===== src/include/hvmr_consts.svh =====
// Purpose: Constants for the high-voltage measurement routing block
// Assumes: Included by the design file, the bench and the monitor
// Notes: Functional notes follow
//
// Functional notes
// - After reset measurement off, switch open
// - Enable bit closes switch in normal mode
// - Other modes open switch, enable kept
// - Enabled: pulls off, pin inputs gated
// - Enabled: wake settings ignored but stored
// - Enabled: wake and level status frozen
// - Enabled: sleep with only pin wakes: error, restart
// - Enabled: no fail, general or wake function
// - Enabled: general pin config change flags error
// - Active pin config refuses enable, flags error
// - Enabled: wake enable bits writable but ineffective
// - Fail-safe keeps enable, switch open
// - Route sensed voltage only with general pin off
`ifndef HVMR_CONSTS_SVH
`define HVMR_CONSTS_SVH

// ---------------------------------------------------------------
// Register offsets
// ---------------------------------------------------------------
`define HVMR_ADDR_CTRL 4'h0
`define HVMR_ADDR_WAKE_CFG 4'h1
`define HVMR_ADDR_GIO_CFG 4'h2
`define HVMR_ADDR_STATUS 4'h3
`define HVMR_ADDR_IRQ_STAT 4'h4
`define HVMR_ADDR_IRQ_MASK 4'h5
`define HVMR_ADDR_WAKE_STAT 4'h6

// ---------------------------------------------------------------
// Field positions and reset values
// ---------------------------------------------------------------
`define HVMR_BIT_MEAS_EN 0
`define HVMR_BIT_FO_TEST 1
`define HVMR_BIT_HV_WAKE_EN 0
`define HVMR_BIT_GIO_WAKE_EN 1
`define HVMR_PULL_LSB 2
`define HVMR_IRQ_CMD_ERR 0
`define HVMR_IRQ_WAKE 1
`define HVMR_GIO_OFF 3'h0
`define HVMR_GIO_FAIL_OUT 3'h1
`define HVMR_GIO_WAKE_IN 3'h2
`define HVMR_RST_WORD 8'h00

`endif


===== src/include/hvmr_pkg.sv =====
// Purpose: Types for the high-voltage measurement routing block
// Assumes: Constants come from hvmr_consts.svh
// Notes: Mode encoding is owned by the mode controller outside
package hvmr_pkg;

    // ---------------------------------------------------------------
    // Operating modes seen from the mode controller
    // ---------------------------------------------------------------
    typedef enum logic [2:0] {
        HVMR_MODE_INIT,
        HVMR_MODE_NORMAL,
        HVMR_MODE_STOP,
        HVMR_MODE_SLEEP,
        HVMR_MODE_RESTART,
        HVMR_MODE_FAILSAFE
    } hvmr_mode_type;

    // Register port request
    typedef struct packed {
        logic [3:0] addr;
        logic [7:0] wdata;
        logic wr;
        logic rd;
    } hvmr_bus_req_type;

    // Pin-facing controls
    typedef struct packed {
        logic meas_switch;
        logic hv_pull_up;
        logic hv_pull_down;
        logic gio_fail_drive;
        logic gio_wake_active;
        logic hv_wake_active;
    } hvmr_pin_ctrl_type;

    // Whole block state
    typedef struct packed {
        logic meas_en;
        logic fo_test;
        logic [7:0] wake_cfg;
        logic [2:0] gio_cfg;
        logic [1:0] irq_stat;
        logic [1:0] irq_mask;
        logic [1:0] wake_stat;
        logic [1:0] level_stat;
        logic [1:0] hv_sync;
        logic [1:0] gio_sync;
        logic hv_prev;
        logic gio_prev;
        logic restart_req;
        logic [7:0] rdata;
    } hvmr_state_type;

endpackage


===== src/core/hvmr_routing.sv =====
// Purpose: Control of the high-voltage measurement switch and pin gating
// Assumes: Mode from the mode controller on the same clock; pin levels async
// Notes: Sleep requests are checked here; restart is a one-cycle request
//
// Our own choices: the register addresses and the address-and-strobe port.
`include "hvmr_consts.svh"
`timescale 1ns/10ps
`default_nettype none

module hvmr_routing (
    // Clock and reset
    input wire logic i_core_clk,
    input wire logic i_rst,
    // Register port
    input wire hvmr_pkg::hvmr_bus_req_type i_bus,
    output logic [7:0] o_rdata,
    // Mode controller
    input wire hvmr_pkg::hvmr_mode_type i_mode,
    input wire logic i_sleep_cmd,
    input wire logic i_other_wake_src,
    output logic o_restart_req,
    // Pins
    input wire logic i_hv_sense_level,
    input wire logic i_gio_level,
    output hvmr_pkg::hvmr_pin_ctrl_type o_pin,
    // Interrupt
    output logic o_irq
);

    // ---------------------------------------------------------------
    // State
    // ---------------------------------------------------------------
    hvmr_pkg::hvmr_state_type s_q; // Registered state
    hvmr_pkg::hvmr_state_type s_d; // Next state
    logic normal_mode; // Normal mode decode
    logic gio_active; // General pin not off
    logic hv_wake_ok; // Sense input may wake
    logic gio_wake_ok; // General pin may wake
    logic [1:0] wake_ev; // Edge events
    logic [1:0] clr_err; // Write-one clear mask

    assign normal_mode = (i_mode == hvmr_pkg::HVMR_MODE_NORMAL);
    assign gio_active = (s_q.gio_cfg != `HVMR_GIO_OFF);
    // Wake paths are gated while measuring, stored bits stay untouched
    assign hv_wake_ok = s_q.wake_cfg[`HVMR_BIT_HV_WAKE_EN] && !s_q.meas_en;
    assign gio_wake_ok = (s_q.gio_cfg == `HVMR_GIO_WAKE_IN) && !s_q.meas_en;

    // ---------------------------------------------------------------
    // Pin controls, combinational so the switch opens with the mode
    // ---------------------------------------------------------------
    always_comb begin
        // Closed only in normal mode; fail-safe and others keep it open
        o_pin.meas_switch = s_q.meas_en && normal_mode && !gio_active;
        // Pull currents off while measuring, otherwise as configured
        o_pin.hv_pull_up = !s_q.meas_en && s_q.wake_cfg[`HVMR_PULL_LSB];
        o_pin.hv_pull_down = !s_q.meas_en && s_q.wake_cfg[`HVMR_PULL_LSB+1];
        // Fail output and its test unavailable while measuring
        o_pin.gio_fail_drive = !s_q.meas_en && (s_q.gio_cfg == `HVMR_GIO_FAIL_OUT)
                               && s_q.fo_test;
        o_pin.gio_wake_active = gio_wake_ok;
        o_pin.hv_wake_active = hv_wake_ok;
    end

    // ---------------------------------------------------------------
    // Next-state logic
    // ---------------------------------------------------------------
    always_comb begin
        s_d = s_q;
        s_d.restart_req = 1'b0;
        // Two-stage synchronisers for pin levels
        s_d.hv_sync = {s_q.hv_sync[0], i_hv_sense_level};
        s_d.gio_sync = {s_q.gio_sync[0], i_gio_level};
        s_d.hv_prev = s_q.hv_sync[1];
        s_d.gio_prev = s_q.gio_sync[1];
        // Gated inputs: no edge events while measuring
        wake_ev[0] = hv_wake_ok && (s_q.hv_sync[1] != s_q.hv_prev);
        wake_ev[1] = gio_wake_ok && (s_q.gio_sync[1] != s_q.gio_prev);
        clr_err = 2'b00;
        if (i_bus.wr && i_bus.addr == `HVMR_ADDR_IRQ_STAT) begin
            clr_err = i_bus.wdata[1:0];
        end
        s_d.irq_stat = s_q.irq_stat & ~clr_err;
        // Wake and level status frozen while measuring
        if (!s_q.meas_en) begin
            s_d.level_stat = {s_q.gio_sync[1], s_q.hv_sync[1]};
            s_d.wake_stat = s_q.wake_stat | wake_ev;
        end
        if (i_bus.wr && i_bus.addr == `HVMR_ADDR_WAKE_STAT) begin
            s_d.wake_stat = (s_q.wake_stat & ~i_bus.wdata[1:0]) | wake_ev;
        end
        if (wake_ev != 2'b00) begin
            s_d.irq_stat[`HVMR_IRQ_WAKE] = 1'b1;
        end
        // Register writes
        if (i_bus.wr) begin
            unique case (i_bus.addr)
                `HVMR_ADDR_CTRL: begin
                    // Refuse enable while general pin is active
                    if (i_bus.wdata[`HVMR_BIT_MEAS_EN] && !s_q.meas_en && gio_active) begin
                        s_d.irq_stat[`HVMR_IRQ_CMD_ERR] = 1'b1;
                    end else begin
                        s_d.meas_en = i_bus.wdata[`HVMR_BIT_MEAS_EN];
                    end
                    s_d.fo_test = i_bus.wdata[`HVMR_BIT_FO_TEST];
                end
                `HVMR_ADDR_WAKE_CFG: begin
                    s_d.wake_cfg = i_bus.wdata;
                end
                `HVMR_ADDR_GIO_CFG: begin
                    // Changes refused and flagged while measuring
                    if (s_q.meas_en) begin
                        s_d.irq_stat[`HVMR_IRQ_CMD_ERR] = 1'b1;
                    end else begin
                        s_d.gio_cfg = i_bus.wdata[2:0];
                    end
                end
                `HVMR_ADDR_IRQ_MASK: begin
                    s_d.irq_mask = i_bus.wdata[1:0];
                end
                default: begin
                end
            endcase
        end
        // Sleep with only the gated pins as wake sources is refused
        if (i_sleep_cmd && s_q.meas_en && !i_other_wake_src
            && (s_q.wake_cfg[`HVMR_BIT_HV_WAKE_EN] || s_q.gio_cfg == `HVMR_GIO_WAKE_IN)) begin
            s_d.irq_stat[`HVMR_IRQ_CMD_ERR] = 1'b1;
            s_d.restart_req = 1'b1;
        end
        // Read data, one cycle later
        s_d.rdata = `HVMR_RST_WORD;
        if (i_bus.rd) begin
            unique case (i_bus.addr)
                `HVMR_ADDR_CTRL: s_d.rdata = {6'h00, s_q.fo_test, s_q.meas_en};
                `HVMR_ADDR_WAKE_CFG: s_d.rdata = s_q.wake_cfg;
                `HVMR_ADDR_GIO_CFG: s_d.rdata = {5'h00, s_q.gio_cfg};
                `HVMR_ADDR_STATUS: s_d.rdata = {5'h00, s_q.level_stat, o_pin.meas_switch};
                `HVMR_ADDR_IRQ_STAT: s_d.rdata = {6'h00, s_q.irq_stat};
                `HVMR_ADDR_IRQ_MASK: s_d.rdata = {6'h00, s_q.irq_mask};
                `HVMR_ADDR_WAKE_STAT: s_d.rdata = {6'h00, s_q.wake_stat};
                default: s_d.rdata = `HVMR_RST_WORD;
            endcase
        end
    end

    // ---------------------------------------------------------------
    // State register; reset leaves measurement off
    // ---------------------------------------------------------------
    always_ff @(posedge i_core_clk or posedge i_rst) begin
        if (i_rst) begin
            s_q <= '0;
        end else begin
            s_q <= s_d;
        end
    end

    assign o_rdata = s_q.rdata;
    assign o_restart_req = s_q.restart_req;
    assign o_irq = |(s_q.irq_stat & s_q.irq_mask);

endmodule

`default_nettype wire


===== config.mk =====
export PLATFORM = sky130hd
export DESIGN_NAME = hvmr_routing
export DESIGN_NICKNAME = d
export VERILOG_FILES = /design/src/include/hvmr_pkg.sv /design/src/core/hvmr_routing.sv
export VERILOG_INCLUDE_DIRS = /design/src /design/src/include
export SDC_FILE = /design/constraint.sdc
export NUM_CORES = 1
export LEC_CHECK = 0
export ABC_AREA = 1
export BUFFER_PORTS_ARGS = -buffer_cell sky130_fd_sc_hd__buf_4
export CAP_MARGIN = 10
export CORE_MARGIN = 1.5
export CORE_UTILIZATION = 60
export CTS_BUF_LIST = sky130_fd_sc_hd__clkbuf_8
export CTS_CLUSTER_SIZE = 24
export DETAILED_ROUTE_END_ITERATION = 7
export PLACE_DENSITY = 0.87
export SLEW_MARGIN = 20
export SYNTH_ARGS = -nofsm -noshare
export SYNTH_HDL_FRONTEND = slang
export SYNTH_SLANG_ARGS = --single-unit

===== constraint.sdc =====
create_clock -name i_core_clk -period 2.1 [get_ports i_core_clk]
set_input_delay 0.42 -clock i_core_clk [delete_from_list [all_inputs] [get_ports i_core_clk]]
set_output_delay 0.42 -clock i_core_clk [all_outputs]
set_load 0.05 [all_outputs]

## After elaboration in Yosys (flattened, before gate mapping)

Cells that the tools add are included.

| storage, ports and cells | value |
|---|---|
| logic and storage cells | 78 |
| output and inout bits | 16 |
| register bits after elaboration | 36 |
| input bits | 23 |

| cells by class | value |
|---|---|
| reduce and logical (&&, ||, !) cells | 30 |
| bitwise operators | 9 |
| muxes and demuxes | 13 |
| equal/unequal tests | 12 |

Operators with widths:

| cell | number |
|---|---|
| $pmux 8 s7 | 1 |
| $logic_and 1x1->1 | 17 |
| $eq 4x3->1 const B | 3 |
| $eq 4x2->1 const B | 2 |
| $mux 8 | 1 |
| $and 2x2->2 | 3 |
| $eq 3x1->1 const B | 2 |
| $mux 2 | 3 |
| $reduce_and 2->1 | 3 |
| $reduce_and 3->1 | 2 |
| $mux 1 | 5 |
| $eq 4x1->1 const B | 1 |
| $logic_not 4->1 | 1 |
| $mux 4 | 1 |
| $not 2->2 | 2 |
| $or 2x2->2 | 2 |
| $eq 3x2->1 const B | 1 |
| $logic_not 1->1 | 3 |
| $mux 3 | 1 |
| $reduce_bool 3->1 | 1 |
| $ne 1x1->1 | 2 |
| $ne 2x1->1 const B | 1 |
| $not 1->1 | 2 |
| $pmux 1 s2 | 1 |
| 3 further kinds | 3 |

## Depth between registers and ports, before layout

Gate-level depths: netlist of run 1.

| logic depth | value |
|---|---|
| depth in word-level cells | 9 |
| gate-level depth with buffers | 8 |
| mapped depth without buffers | 8 |

## Worst setup path before layout of run 1

OpenSTA, ideal clock, no wires.

| timing | value |
|---|---|
| path kind | register to output |
| start point | reg s_q[35] (netlist bit) |
| end point | out o_pin[2] (netlist bit) |
| setup slack | -102 ps |
| arrival time | 1782 ps |
| buffers on the path | 1 |
| cell stages (with the launch flop) | 5 |
| cells stage by stage | dfrtp_1 > buf_2 > inv_1 > nand3_1 > nor3_1 |

RTL lines:

| item | RTL line | text |
|---|---|---|
| from (decl) | hvmr_routing.sv:33 | `hvmr_pkg::hvmr_state_type s_q;` |
| from (signal assigned) | hvmr_routing.sv:151 | `s_q <= '0;` |
| from (signal assigned) | hvmr_routing.sv:153 | `s_q <= s_d;` |
| to (decl) | hvmr_routing.sv:25 | `output hvmr_pkg::hvmr_pin_ctrl_type o_pin,` |

==> results of run 1 <==
==> power breakdown <==
group          total, mW  switching [mW]  leakage (nW)  internal (mW)
Sequential         0.901          0.0953         0.433          0.805
Combinational      0.484           0.315         0.625          0.169
Clock              0.516           0.224        0.0503          0.292
Total               1.90           0.635          1.11           1.27
==> cells in the final DEF (no fill, tap or decap), types with 2 or more instances in the layout <==
master and n:
a21oi_1 5, clkbuf_8 7, a21oi_2 5, o21ai_0 3, nor3_2 2, o21ai_2 3, inv_1 29, nand3_1 21
dfrtp_1 36, nor2_2 3, nand2_1 43, o21a_1 3, buf_4 39, nor2_1 24, o21ai_1 3
==> layout make-up <==
class                           instances  area (sq um)
Inverter                               30           113
Multi-Input combinational cell        127           648
Clock buffer                            7          96.3
Fill cell                             201           668
Sequential cell                        36           901
Timing Repair Buffer                   39           293
Tap cell                               31          38.8
==> layer usage <==
metal	wire, microns	vias to the layer above
met5	0	-
met4	76	0
met3	285	6
met2	1540	52
met1	1540	652
li1	-	703
==> flip-flops by register name, summed over array words and instances (netlist names) <==
signal,flops
o_rdata,8
s_d,4
o_restart_req,1
s_q,23
==> cells in the mapped netlist <==
cell,instances,area [sq um]
nand2_4,1,11.3
nand2_2,1,6.26
nor2_4,1,11.3
o21a_1,3,22.5
nor3_2,1,10.0
xor2_1,1,8.76
buf_4,10,75.1
nand2_1,43,161
nor3_1,2,10.0
a21oi_1,5,25.0
buf_6,1,11.3
nand3b_1,1,7.51
o21ai_0,3,15.0
nand3_1,21,105
a21oi_2,5,43.8
o21ai_1,3,15.0
nand4_1,1,6.26
o21ai_2,3,26.3
nor3_4,1,16.3
o21bai_1,1,7.51
nor2_2,3,18.8
inv_1,29,109
or2_2,1,6.26
inv_2,1,3.75
a22o_1,1,8.76
nor2_1,24,90.1
nand3_2,1,10.0
buf_2,1,5.00
dfrtp_1,36,901
==> per-stage QoR <==
stage	cells	power [mW]	hold WS, ns
floorplan	205	1.25	0.331
global placement	263	1.38	0.335
detailed placement	263	1.39	0.340
CTS	270	1.92	0.226
global route	270	2.00	0.221
finish	270	1.90	0.235
==> kinds of logic after synthesis <==
logic type | after synthesis | synth area share [%]
simple gates | 102 | 26.9
xor+xnor | 1 | 0.501
buf+inv | 42 | 11.7
compound gates | 24 | 9.38
flops | 36 | 51.5
==> worst max-delay path, stage by stage (launching register included) <==
cell and delay (ns):
dfrtp_1 0.57, nand2_1 0.13, nor3_1 0.25, buf_4 0.24
==> worst max path at each step <==
stage,end,slack [ns],depth (start not counted)
floorplan,o_pin[5],0.06,3
global placement,o_pin[5],0.57,5
detailed placement,o_pin[2],0.55,4
CTS,o_pin[2],0.21,4
global route,o_pin[2],0.14,4
finish,o_pin[5],0.20,3
==> impl_results.md, run 1 <==
- Number of port buffers: 38
- WL/cell: 12.7 microns
- Final GP Congestion: 0.859
- Cells after Synth: 205
- CTS HTree Levels: 2
- Core Area: 0.00276 sq mm
- Vert. Die Dim: 57.0 microns
- WP data required: 1.68 ns
- CP startpoint: s_q[35]
- Setup Total Neg Slack: 0 ns
- Synth Cell Area: 0.00175 sq mm
- Setup bufs post-CTS: 0
- Via count: 1413
- GRT Total Usage: 24.2%
- Status: complete, no violations
- Reg clk slew, reported paths: 0.07 ns
- Max Slew Vio Count: 0
- Post-CTS Hold Buffers: 0
- Post_cts resized: 0
- Area Growth Syn to Fin: 19.5%
- Fin util: 75.8%
- CP arrival: 1.48 ns
- Site Rows: 19
- RSZ-0062 raised after global routing: false
- Period minus WS final: 1.90 ns
- Num CTS Buffers: 5
- DP Area: 0.00199 sq mm
- DR pass1 iterations: 4
- Normalized max-slew margin: 69.2%
- Final setup violation count: 0
- Syn Area/Cell: 8.53 sq um
- Global route hottest layer: met2
- CTS tree: done
- Largest fanout on the critical path: 11
- Worst Reg-to-Reg Cells: 4
- Initial antenna violation count: 0
- Clk Latency, worst-skew pair: 0.29 ns
- Met2 GRT Util: 35.6%
- Grt met3 use: 9.07%
- Ratio of cells with drive above 1 in the final layout: 27.6%
- Leakage: 1.11 nW
- CTS sink count: 36
- Number of remaining DRC errors: 0
- Place WS: 0.552 ns
- Max-cap violations: 0
- 1st-iter DRT viols: 44
- Initial Util: 63.4%
- Routed Antenna Nets: 0
- Remaining Overflow, GRT: 0
- Seq/Total Area, Yosys: 51.5%
- Largest net degree at the start of global routing: 37
- HP Class: in2async
- Period utilization: 90.5%
- Clk_skew: 0.00555 ns
- Critical path launch point type: flip-flop
- Met1 usage: 31.9%
- First-pass GRT wire length: 5870 microns
- Seq cells post-synth: 36
- RR Startpoint: s_q[35]
- Die W: 57.0 microns
- Crit Path Class: reg2out
- Fmax: 526 MHz
- I/O pins: 39
- Worst reg-to-reg setup slack: 0.94 ns
- Cell area power density: 910 mW/mm^2
- Antenna diode count: 0
- Final Routed Wirelength: 3440 microns
- VDD IR max: 0.000822 V
- Final setup margin: 0.198 ns
- Clock buffer depth: 2
- R2R Path End: s_q[23]
- Worst Setup End Kind: output port
- Vias per inst: 5.23
- Hold Fails Final Rpt: 0
- Warnings from Yosys: 0
- Final instance area: 0.00209 sq mm
- Yosys cell types: 29
- Die Area: 0.00325 sq mm
- Vias in the first global route: 1334
- Final HPWL DP: 2560 microns
- Worst-margin pin slew: 0.461 ns
- Layout net count: 262
- Root buf cell: clkbuf_8
- Syn_nets: 228
Note: power is estimated with default switching activity, not from simulation.
==> run 2: changes to the inputs <==
PLACE_DENSITY = 0.92   (was 0.87)
==> impl_results.md, run 2 (synthesis gave the netlist of run 1 again) <==
- WP data required: 1.68 ns (about the same)
- Initial Util: 63.4% (unchanged)
- Comb pwr share: 26.0% (was 25.5%)
- Final instance area: 0.00209 sq mm (about the same)
- Layout net count: 262 (unchanged)
- Status: complete, no violations (unchanged)
- Clock buffer depth: 2 (unchanged)
- 1st-iter DRT viols: 59 (was 44)
- Ratio of cells with drive above 1 in the final layout: 27.5% (was 27.6%)
- Setup Total Neg Slack: 0 ns (unchanged)
- HP Class: in2async (unchanged)
- Post_cts resized: 0 (unchanged)
- Worst-margin pin slew: 0.513 ns (was 0.461 ns)
- Num CTS Buffers: 5 (unchanged)
- CP arrival: 1.47 ns (was 1.48 ns)
- Vert. Die Dim: 57.0 microns (unchanged)
- DR pass1 iterations: 4 (unchanged)
- Via count: 1428 (was 1413)
- Fill count: 217 (was 201)
- Max reg flops: 23 (unchanged)
- Antenna diode count: 0 (unchanged)
- Crit Path Class: reg2out (unchanged)
- Critical path launch point type: flip-flop (unchanged)
- Die Area: 0.00325 sq mm (unchanged)
- Clk Latency, worst-skew pair: 0.29 ns (about the same)
- VDD IR max: 0.000759 V (was 0.000822 V)
- Routed Antenna Nets: 0 (unchanged)
- Clock share of power: 26.5% (was 27.2%)
- WL/cell: 13.0 microns (was 12.7 microns)
- Largest fanout on the critical path: 11 (unchanged)
- CTS sink count: 36 (unchanged)
- Final GP Congestion: 0.867 (was 0.859)
- Largest net degree at the start of global routing: 37 (unchanged)
- Seq pwr share: 47.5% (was 47.4%)
- Final Routed Wirelength: 3530 microns (was 3440 microns)
- CTS tree: done (unchanged)
- Period utilization: 89.9% (was 90.5%)
- Die W: 57.0 microns (unchanged)
- Max-cap violations: 0 (unchanged)
- Initial antenna violation count: 0 (unchanged)
- First-pass GRT wire length: 5930 microns (was 5870 microns)
- Max Slew Vio Count: 0 (unchanged)
- Hold Fails Final Rpt: 0 (unchanged)
- Site Rows: 19 (unchanged)
- Met2 GRT Util: 37.8% (was 35.6%)
- Final HPWL DP: 2560 microns (about the same)
- Leakage: 1.11 nW (about the same)
- Worst Setup End Kind: output port (unchanged)
- Global route hottest layer: met2 (unchanged)
- Pint: 1.23 mW (was 1.27 mW)
- Period minus WS final: 1.89 ns (was 1.90 ns)
- RSZ-0062 raised after global routing: false (unchanged)
- Commonest non-fill, non-tap cell in the layout: nand2_1 (unchanged)
- Most frequent cells in the layout: nand2_1 (43), buf_4 (39), dfrtp_1 (36) (unchanged)
- DP Area: 0.00199 sq mm (unchanged)
- Clk_skew: 0.00446 ns (was 0.00555 ns)
- Hold Slack: 0.214 ns (was 0.235 ns)
- Largest register by flop count: s_q (unchanged)
- Switching part of the total power: 34.7% (was 33.4%)
- Vias per inst: 5.27 (was 5.23)
- Post-CTS Hold Buffers: 0 (unchanged)
- GRT Total Usage: 24.7% (was 24.2%)
- Number of remaining DRC errors: 0 (unchanged)
- Final setup violation count: 0 (unchanged)
- I/O pins: 39 (unchanged)
- Vias in the first global route: 1355 (was 1334)
- Cell area power density: 906 mW/mm^2 (was 910 mW/mm^2)
- CTS HTree Levels: 2 (unchanged)
- Normalized max-slew margin: 65.7% (was 69.2%)
- Number of port buffers: 38 (unchanged)
- Root buf cell: clkbuf_8 (unchanged)
- Remaining Overflow, GRT: 0 (unchanged)
- Overall power: 1.89 mW (was 1.90 mW)
- Grt met3 use: 9.30% (was 9.07%)
- Met1 usage: 31.5% (was 31.9%)
- Area Growth Syn to Fin: 19.4% (was 19.5%)
- NetSw: 0.657 mW (was 0.635 mW)
- Core Area: 0.00276 sq mm (unchanged)
- Setup bufs post-CTS: 0 (unchanged)
- Reg clk slew, reported paths: 0.07 ns (about the same)
- Fmax: 530 MHz (was 526 MHz)
[run 2: layout make-up]
| cell class | instances | area [sq um] | area share (%) |
|---|---|---|---|
| multi-input combinational | 127 | 648 | 31.1 |
| inverter | 30 | 113 | 5.40 |
| clock inverter | 2 | 11.3 | 0.540 |
| sequential | 36 | 901 | 43.2 |
| clock buffer | 6 | 82.6 | 3.96 |
| tap | 31 | 38.8 | 1.86 |
| timing repair buffer | 39 | 293 | 14.0 |
[run 2: path summary, 6_finish.rpt]
check                            startpoint    endpoint  slack, ns  cells after the start
worst max-delay path                s_q[35]    o_pin[5]       0.21                      3
worst max register to register      s_q[35]     s_q[21]       0.92                      5
min in group i_core_clk         i_gio_level     s_d[12]       0.23                      1
worst min register to register      s_d[14]     s_d[10]       0.35                      0
worst min-delay path                  i_rst     s_q[25]       0.21                      3
max in group asynchronous             i_rst  o_rdata[0]       1.57                      3
[run 2: routing by layer]
metal	wire (microns)	part of all wire, %
met1	1490	42
met2	1600	46
met3	353	10
met4	80	2.3
met5	0	0
[run 2: metrics by stage]
step / cells / util, % / setup slack, ns
2_1_floorplan: 205 / - / 0.0555
3_3_place_gp: 263 / 72.3 / 0.545
3_5_place_dp: 263 / 72.3 / 0.539
4_1_cts: 271 / 75.7 / 0.204
5_1_grt: 271 / 75.7 / 0.0599
6_report: 271 / 75.7 / 0.212
[run 2: critical path: stages (launching register included)]
cell     delay, ns
dfrtp_1       0.55
nand2_1       0.12
nor3_1        0.26
buf_4         0.25
[run 2: power groups by stage]
stage          clock network [mW]  registers, mW  logic (mW)
3_3_place_gp                    0          0.904       0.476
3_5_place_dp                    0          0.910       0.488
4_1_cts                     0.515          0.896       0.491
2_1_floorplan                   0          0.873       0.381
5_1_grt                     0.540          0.913       0.537
6_report                    0.502          0.899       0.491
